[config.mk]
export PLATFORM = sky130hd
export DESIGN_NAME = ppm_port
export DESIGN_NICKNAME = d
export VERILOG_FILES = /design/src/ppm_pkg.sv /design/src/ppm_port.sv
export SDC_FILE = /design/constraint.sdc
export NUM_CORES = 1
export LEC_CHECK = 0
export BUFFER_PORTS_ARGS = -buffer_cell sky130_fd_sc_hd__buf_2
export CAP_MARGIN = 0
export CORE_MARGIN = 3
export CORE_UTILIZATION = 40
export DETAILED_ROUTE_END_ITERATION = 7
export HOLD_SLACK_MARGIN = 0.03
export PLACE_DENSITY = 0.77
export RECOVER_POWER = 100
export SLEW_MARGIN = 15
export SYNTH_ARGS = -nofsm -noshare
export SYNTH_HDL_FRONTEND = slang
export SYNTH_SLANG_ARGS = --single-unit
[constraint.sdc]
create_clock -name clk_sys -period 2 [get_ports clk_sys]
set_clock_uncertainty 0.2 [all_clocks]
set_input_delay 0.1 -clock clk_sys [delete_from_list [all_inputs] [get_ports clk_sys]]
set_output_delay 0.1 -clock clk_sys [all_outputs]
set_load 0.02 [all_outputs]
[src/ppm_pkg.sv]
// Purpose: Shared constants and carriers for the parallel port signalling block
// Assumes: 25 MHz system clock, one domain
// Notes:   Mode codes follow the extended control register mode field
package ppm_pkg;

  // ==========================================================================
  // Port modes
  typedef enum logic [2:0] {
    PPM_MODE_COMPAT = 3'b000,
    PPM_MODE_NIBBLE = 3'b001,
    PPM_MODE_FIFO   = 3'b010,
    PPM_MODE_ECP    = 3'b011,
    PPM_MODE_EPP    = 3'b100,
    PPM_MODE_RSV5   = 3'b101,
    PPM_MODE_TEST   = 3'b110,
    PPM_MODE_CFG    = 3'b111
  } ppm_mode_t;

  // ==========================================================================
  // Handshake sequencer states
  typedef enum logic [2:0] {
    PPM_ST_IDLE  = 3'b000,
    PPM_ST_SETUP = 3'b001,
    PPM_ST_STRB  = 3'b010,
    PPM_ST_WAIT  = 3'b011,
    PPM_ST_HOLD  = 3'b100,
    PPM_ST_DONE  = 3'b101
  } ppm_state_t;

  // ==========================================================================
  // Timing
  localparam int unsigned PPM_CLK_HZ      = 25_000_000;
  localparam int unsigned PPM_SETUP_NS    = 600;
  localparam int unsigned PPM_STRB_NS     = 600;
  localparam int unsigned PPM_EPP_GAP_NS  = 60;
  localparam int unsigned PPM_SETUP_CYC   = (PPM_SETUP_NS * (PPM_CLK_HZ / 1_000_000) + 999) / 1000;
  localparam int unsigned PPM_STRB_CYC    = (PPM_STRB_NS * (PPM_CLK_HZ / 1_000_000) + 999) / 1000;
  localparam int unsigned PPM_EPP_GAP_CYC = (PPM_EPP_GAP_NS * (PPM_CLK_HZ / 1_000_000) + 999) / 1000;
  localparam int unsigned PPM_CNT_W       = 5;

  // ==========================================================================
  // Status line bit positions
  localparam int unsigned PPM_ST_BUSY = 3;
  localparam int unsigned PPM_ST_PE   = 2;
  localparam int unsigned PPM_ST_SLCT = 1;
  localparam int unsigned PPM_ST_ERRN = 0;

  // Control lines as driven on the pins (pin levels)
  typedef struct packed {
    logic strobe_n;
    logic autofd_n;
    logic slctin_n;
    logic init_n;
  } ppm_ctrl_t;

  // Status lines as seen on the pins
  typedef struct packed {
    logic busy;
    logic ack_n;
    logic pe;
    logic slct;
    logic error_n;
  } ppm_stat_t;

  // Host side request
  typedef struct packed {
    logic       write;
    logic       addr;
    logic       cmd;
    logic [7:0] data;
  } ppm_req_t;

  localparam ppm_ctrl_t PPM_CTRL_IDLE = '{strobe_n: 1'b1, autofd_n: 1'b1, slctin_n: 1'b1, init_n: 1'b1};

endpackage : ppm_pkg

[src/ppm_port.sv]
// Purpose: Parallel port pin sequencer for compatibility, nibble, EPP and ECP modes
// Assumes: Mode comes from the extended control register; pins synchronised here
// Notes:
module ppm_port (
  // Clock and reset
  input  wire logic              clk_sys,
  input  wire logic              reset,
  // Configuration
  input  wire ppm_pkg::ppm_mode_t mode,
  input  wire logic              auto_lf,
  input  wire logic              select,
  input  wire logic              init_req,
  input  wire logic              rev_req,
  // Host requests
  input  wire logic              req_valid,
  output logic                   req_ready,
  input  wire ppm_pkg::ppm_req_t req,
  output logic                   rsp_valid,
  output logic [7:0]             rsp_data,
  output logic                   rsp_cmd,
  output logic                   rsp_rev,
  // Events and status
  output logic                   irq,
  output logic                   rev_granted,
  output logic                   rev_pending,
  output ppm_pkg::ppm_stat_t     status,
  // Pins
  output ppm_pkg::ppm_ctrl_t     ctrl,
  output logic [7:0]             pd_o,
  output logic                   pd_oe,
  input  wire logic [7:0]        pd_i,
  input  wire ppm_pkg::ppm_stat_t stat_pin
);

  // ==========================================================================
  // Pin synchronisers
  ppm_pkg::ppm_stat_t stat_m_q, stat_s_q, stat_p_q;
  logic [7:0]         pd_m_q, pd_s_q;

  always_ff @(posedge clk_sys) begin
    stat_m_q <= stat_pin;
    stat_s_q <= stat_m_q;
    stat_p_q <= stat_s_q;
    pd_m_q   <= pd_i;
    pd_s_q   <= pd_m_q;
  end

  // ==========================================================================
  // Mode decode
  wire is_compat = (mode == ppm_pkg::PPM_MODE_COMPAT);
  wire is_nibble = (mode == ppm_pkg::PPM_MODE_NIBBLE);
  wire is_epp    = (mode == ppm_pkg::PPM_MODE_EPP);
  wire is_ecp    = (mode == ppm_pkg::PPM_MODE_ECP);
  wire busy_s    = stat_s_q.busy;
  wire ack_fall  = stat_p_q.ack_n & ~stat_s_q.ack_n;

  // ==========================================================================
  // Sequencer
  ppm_pkg::ppm_state_t state_q, state_d;
  logic [ppm_pkg::PPM_CNT_W-1:0] cnt_q, cnt_d;
  ppm_pkg::ppm_req_t req_q;
  logic [3:0] nib_lo_q;
  logic       nib_hi_q;
  logic       rev_q;

  function automatic logic [ppm_pkg::PPM_CNT_W-1:0] cyc(input int unsigned n);
    cyc = ppm_pkg::PPM_CNT_W'(n - 1);
  endfunction

  function automatic logic [3:0] nibble_of(input ppm_pkg::ppm_stat_t s);
    nibble_of = {s.busy, s.pe, s.slct, s.error_n};
  endfunction

  wire cnt_done  = (cnt_q == '0);
  wire nib_valid = ~stat_s_q.ack_n;
  wire rev_ok    = rev_q & ~stat_s_q.pe;
  wire rev_data  = rev_ok & ~stat_s_q.ack_n;

  assign req_ready = (state_q == ppm_pkg::PPM_ST_IDLE) & ~is_nibble & ~rev_q
                     & (is_compat | is_epp | is_ecp) & ~busy_s;

  always_comb begin
    state_d = state_q;
    cnt_d   = cnt_done ? cnt_q : cnt_q - 1'b1;
    unique case (state_q)
      ppm_pkg::PPM_ST_IDLE: begin
        if (req_valid & req_ready) begin
          state_d = ppm_pkg::PPM_ST_SETUP;
          cnt_d   = cyc(is_epp ? ppm_pkg::PPM_EPP_GAP_CYC : ppm_pkg::PPM_SETUP_CYC);
        end else if (is_nibble & nib_valid) begin
          state_d = ppm_pkg::PPM_ST_HOLD;
        end else if (is_ecp & rev_data) begin
          state_d = ppm_pkg::PPM_ST_HOLD;
        end
      end
      ppm_pkg::PPM_ST_SETUP: begin
        if (cnt_done) begin
          state_d = ppm_pkg::PPM_ST_STRB;
          cnt_d   = cyc(ppm_pkg::PPM_STRB_CYC);
        end
      end
      ppm_pkg::PPM_ST_STRB: begin
        if (is_compat ? cnt_done : busy_s) begin
          state_d = ppm_pkg::PPM_ST_WAIT;
        end
      end
      ppm_pkg::PPM_ST_WAIT: begin
        if (is_compat | ~busy_s | is_epp) begin
          state_d = ppm_pkg::PPM_ST_DONE;
        end
      end
      ppm_pkg::PPM_ST_HOLD: begin
        if (stat_s_q.ack_n) begin
          state_d = ppm_pkg::PPM_ST_IDLE;
        end
      end
      ppm_pkg::PPM_ST_DONE: begin
        state_d = ppm_pkg::PPM_ST_IDLE;
      end
      default: state_d = ppm_pkg::PPM_ST_IDLE;
    endcase
    if (!(is_compat | is_nibble | is_epp | is_ecp)) begin
      state_d = ppm_pkg::PPM_ST_IDLE;
    end
  end

  wire nib_take = (state_q == ppm_pkg::PPM_ST_IDLE) & (state_d == ppm_pkg::PPM_ST_HOLD);

  always_ff @(posedge clk_sys) begin
    if (reset) begin
      state_q  <= ppm_pkg::PPM_ST_IDLE;
      cnt_q    <= '0;
      req_q    <= '0;
      nib_lo_q <= 4'h0;
      nib_hi_q <= 1'b0;
      rev_q    <= 1'b0;
      rsp_valid <= 1'b0;
      rsp_data  <= 8'h00;
      rsp_cmd   <= 1'b0;
      rsp_rev   <= 1'b0;
      irq       <= 1'b0;
    end else begin
      state_q   <= state_d;
      cnt_q     <= cnt_d;
      rev_q     <= is_ecp & rev_req;
      rsp_valid <= 1'b0;
      irq       <= is_epp & ack_fall;
      if ((state_q == ppm_pkg::PPM_ST_IDLE) & req_valid & req_ready) begin
        req_q <= req;
      end
      if (!is_nibble) begin
        nib_hi_q <= 1'b0;
      end else if (nib_take) begin
        nib_hi_q <= ~nib_hi_q;
        if (!nib_hi_q) begin
          nib_lo_q <= nibble_of(stat_s_q);
        end else begin
          rsp_valid <= 1'b1;
          rsp_data  <= {nibble_of(stat_s_q), nib_lo_q};
          rsp_cmd   <= 1'b0;
          rsp_rev   <= 1'b1;
        end
      end
      if (is_ecp & nib_take) begin
        rsp_valid <= 1'b1;
        rsp_data  <= pd_s_q;
        rsp_cmd   <= ~stat_s_q.busy;
        rsp_rev   <= 1'b1;
      end
      if (is_epp & ~req_q.write & (state_q == ppm_pkg::PPM_ST_WAIT)) begin
        rsp_valid <= 1'b1;
        rsp_data  <= pd_s_q;
        rsp_cmd   <= req_q.addr;
        rsp_rev   <= 1'b0;
      end
    end
  end

  // ==========================================================================
  // Pin drive, one mode at a time
  wire busy_cycle = (state_q != ppm_pkg::PPM_ST_IDLE);
  wire strobing   = (state_q == ppm_pkg::PPM_ST_STRB) | (state_q == ppm_pkg::PPM_ST_WAIT);
  wire holding    = (state_q == ppm_pkg::PPM_ST_HOLD);

  always_comb begin
    ctrl = ppm_pkg::PPM_CTRL_IDLE;
    unique case (1'b1)
      is_compat: begin
        ctrl.strobe_n = ~(state_q == ppm_pkg::PPM_ST_STRB);
        ctrl.autofd_n = ~auto_lf;
        ctrl.slctin_n = ~select;
        ctrl.init_n   = ~init_req;
      end
      is_nibble: begin
        ctrl.autofd_n = holding;
        ctrl.slctin_n = 1'b1;
      end
      is_epp: begin
        ctrl.strobe_n = ~(busy_cycle & req_q.write);
        ctrl.autofd_n = ~(strobing & ~req_q.addr);
        ctrl.slctin_n = ~(strobing & req_q.addr);
        ctrl.init_n   = ~init_req;
      end
      is_ecp: begin
        ctrl.strobe_n = ~(state_q == ppm_pkg::PPM_ST_STRB);
        ctrl.autofd_n = rev_q ? holding : ~req_q.cmd;
        ctrl.slctin_n = 1'b1;
        ctrl.init_n   = ~rev_q;
      end
      default: ctrl = ppm_pkg::PPM_CTRL_IDLE;
    endcase
  end

  assign pd_oe       = (is_compat | is_ecp | is_epp) & ~rev_q
                       & ~(is_epp & busy_cycle & ~req_q.write);
  assign pd_o        = req_q.data;
  assign status      = stat_s_q;
  assign rev_granted = rev_ok;
  assign rev_pending = rev_data;

endmodule // ppm_port

==> results.py <==
metrics = {
    "global_route": {
        "overflow": 0,
        "grt_usage": 0.169,
        "antenna_found_initial": 0,
        "grt_pass1_vias": 2207,
        "grt_pass1_wl_um": 10100,
        "grt_max_degree": 22,
    },
    "route": {
        "first_iter_violations": 134,
        "final_antenna_net_count": 0,
        "drtPass1Iterations": 4,
        "drt-total-wl_um": 6150,
        "routed_via_density": 5.17,
        "drt-wirelength-per-cell_um": 14.1,
        "num_vias": 2259,
        "remaining_drc_errors": 0,
    },
    "setup_path": {
        "worstSetupPathType": "flip-flop to flip-flop",
        "startpoint_type": "flip-flop",
        "path_common_cell": "inv_1",
        "cp_cell_sequence": "inv_1 -> ha_2 -> nor4b_4 -> inv_1 -> ha_1 -> or3_1 -> a31oi_1",
        "critical_path.max_stage_delay_ps": 350,
        "crit_arrival_ps": 2030,
        "required_ps": 2050,
        "cpMaxStageDelayCell": "or3_1",
        "crit_buf_inv": 2,
        "cp_top_family": "simple AND/OR/NAND/NOR gates",
        "cp_max_fo": 3,
        "end_kind": "flip-flop",
    },
    "cells_and_area": {
        "regArea_sq_mm": 0.00129,
        "layout-drive-gt1-share": 0.254,
        "fillers": 554,
        "final_area_sq_mm": 0.00348,
        "final_nets": 394,
        "multiInputGateArea_sq_mm": 0.00115,
        "num_antenna_cells": 0,
        "syn2layout_area_growth_pct": 33.6,
        "final_common_cell": "dfxtp_1",
        "layout_common_cells": "dfxtp_1, buf_2, clkbuf_1",
    },
    "power_and_ir_drop": {
        "internal-power_mw": 2.37,
        "p_comb_frac": 0.209,
        "p_total_mw": 3.23,
        "power.switching_uw": 860,
        "ir_drop_v": 0.000884,
        "netSwitchingFraction": 0.266,
        "powerDensity_mw_per_mm2": 928,
        "leakagePower_nw": 1.42,
        "power.share.sequential": 0.443,
        "power_frac_clock": 0.347,
    },
    "clock_network": {
        "clock_latency_ps": 330,
        "clk_pin_slew_worst_paths_ps": 70,
        "cts_made_buffers": 9,
        "cts.sinks": 64,
        "cts_buffer_depth": 2,
        "root_buffer": "clkbuf_8",
        "cts_tree": "yes",
        "cts.htree.levels": 3,
    },
    "yosys": {
        "yosysTopAreaCell": "dfxtp_1",
        "netlist.area_leader.share": 0.492,
        "synth-edff-count": 0,
        "synth.distinct_cells": 54,
        "synth-seq-cells": 64,
        "syn_nets": 296,
        "synthesis.area_sq_mm": 0.00260,
        "ys_seq_area_frac": 0.492,
        "yosys_warnings": 0,
        "postSynthAreaPerCell_sq_um": 10.1,
        "synthCells": 259,
        "yosys-top-cells-area": "dfxtp_1, mux2i_1, a21oi_1",
        "synthArstFlopShare": 0,
        "ys.flop_type": "dfxtp_1",
    },
    "sta": {
        "setup_viol": 0,
        "fmax_ghz": 0.505,
        "finalHoldViolCount": 0,
        "slew_violations": 0,
        "setup_ws_ps": 20.6,
        "period_share": 0.990,
        "maxSlewHeadroom": 0.363,
        "rsz0062_at_grt": "yes",
        "period_needed_ps": 1980,
        "worst_pin_slew_ps": 956,
    },
    "outcome": {
        "status": "complete, no violations",
    },
    "placement": {
        "place.gp.congestion": 0.834,
        "place_ws_ps": -18.4,
        "numPortBuffers": 66,
        "dpl_cell_area_sq_mm": 0.00295,
        "hpwl_um": 4070,
    },
    "min_path": {
        "hold_class": "input port to flip-flop",
    },
    "floorplan": {
        "dieArea_sq_mm": 0.00751,
        "die_width_um": 86.7,
        "coreArea_sq_mm": 0.00610,
        "boundaryPins": 67,
        "rows": 28,
        "initial_core_util": 0.427,
        "die_h_um": 86.7,
    },
    "run": {
        "cap_violations": 0,
    },
}
Yosys cell counts (2+ instances only):
| master | count |
|---|---|
| dfxtp_1 | 64 |
| a21oi_1 | 28 |
| nand2_1 | 28 |
| mux2i_1 | 15 |
| nor2_1 | 13 |
| buf_4 | 12 |
| a311oi_1 | 7 |
| inv_1 | 6 |
| clkbuf_1 | 5 |
| nor3b_1 | 5 |
| buf_2 | 4 |
| nand3_1 | 4 |
| nor2b_1 | 4 |
| o21ai_0 | 4 |
| a211o_1 | 3 |
| a31oi_1 | 3 |
| buf_6 | 3 |
| ha_1 | 3 |
| nand2b_1 | 3 |
| nor4b_1 | 3 |
| a211oi_1 | 2 |
| and3b_1 | 2 |
| nand4_1 | 2 |
| nor3_1 | 2 |
| nor3b_2 | 2 |
| nor4b_2 | 2 |
| o211ai_1 | 2 |
| or2_2 | 2 |
sequential cells by signal, indices dropped and copies added, names as in the netlist:
| name | flops |
|---|---|
| nib_hi_q | 1 |
| irq | 1 |
| pd_m_q | 8 |
| stat_m_q | 5 |
| status | 4 |
| rsp_cmd | 1 |
| rsp_rev | 1 |
| nib_lo_q | 4 |
| stat_p_q | 1 |
| req_q | 3 |
| rsp_data | 8 |
| busy_s | 1 |
| state_q | 3 |
| pd_s_q | 8 |
| rev_q | 1 |
| pd_o | 8 |
| cnt_q | 5 |
| rsp_valid | 1 |
worst paths after layout:
check | depth (start not counted) | slack [ps] | end | from
setup / recovery | 7 | 20 | cnt_q[0] | cnt_q[1]
hold / removal | 3 | 40 | cnt_q[0] | mode[2]
setup reg to reg | 7 | 20 | cnt_q[0] | cnt_q[1]
hold reg to reg | 0 | 120 | status[3] | stat_m_q[3]
cell type report:
class | count | area share
clock inverters | 5 | 0.0158
repair buffers | 111 | 0.205
inverters | 6 | 0.00647
flip-flops and latches | 64 | 0.371
well taps | 75 | 0.0270
multi-input cells | 165 | 0.331
clock buffers | 11 | 0.0435
per-layer routing:
metal,vias up,GRT usage,share of wire
li1,1116,-,-
met1,1064,0.200,0.43
met2,71,0.291,0.50
met3,8,0.0504,0.057
met4,0,0.0567,0.0086
met5,-,0,0
power groups by stage:
stage          clock (mW)  sequential (mW)  combinational (mW)
6_report             1.12             1.43               0.675
5_1_grt              1.21             1.44               0.739
4_1_cts              1.16             1.43               0.631
3_5_place_dp            0             1.45               0.562
3_3_place_gp            0             1.44               0.544
2_1_floorplan           0             1.44               0.393
per-stage QoR:
stage / cells / util / setup TNS, ps / hold WS [ps]
after detailed placement: 386 / 0.484 / -18.4 / 3.58
after global routing: 437 / 0.571 / -450 / 37.8
after floorplan: 259 / - / 0 / -72.3
final: 437 / 0.571 / 0 / 39.4
after global placement: 386 / 0.484 / 0 / 2.09
after CTS: 433 / 0.572 / 0 / 30.9
logic make-up (layout without fill, tap and decap cells):
logic type      count (synthesis)  after routing  synth area share
buf+inv                        30            133            0.0711
compound gates                 61             61             0.158
flops                          64             64             0.492
xor+xnor                        2              2           0.00673
simple gates                   84             84             0.200
mux                            15             15            0.0577
fa+ha+maj                       3              3            0.0144
worst register-to-register path: stages, from the launching register on:
cell     delay [ps]
dfxtp_1         330
inv_1            80
ha_2            180
nor4b_4         200
inv_1            90
ha_1            290
or3_1           350
a31oi_1         180
timing repair:
action | in CTS | in global routing
cloned | 0 | 0
setup buffers | 3 | 4
hold buffers | 28 | 0
resized for setup | 9 | 3
pin swaps | 3 | 3
hold endpoints to repair | 39 | 0
endpoints found under the setup margin | 2 | 7
No activity file was read; power rests on OpenSTA's default activity.
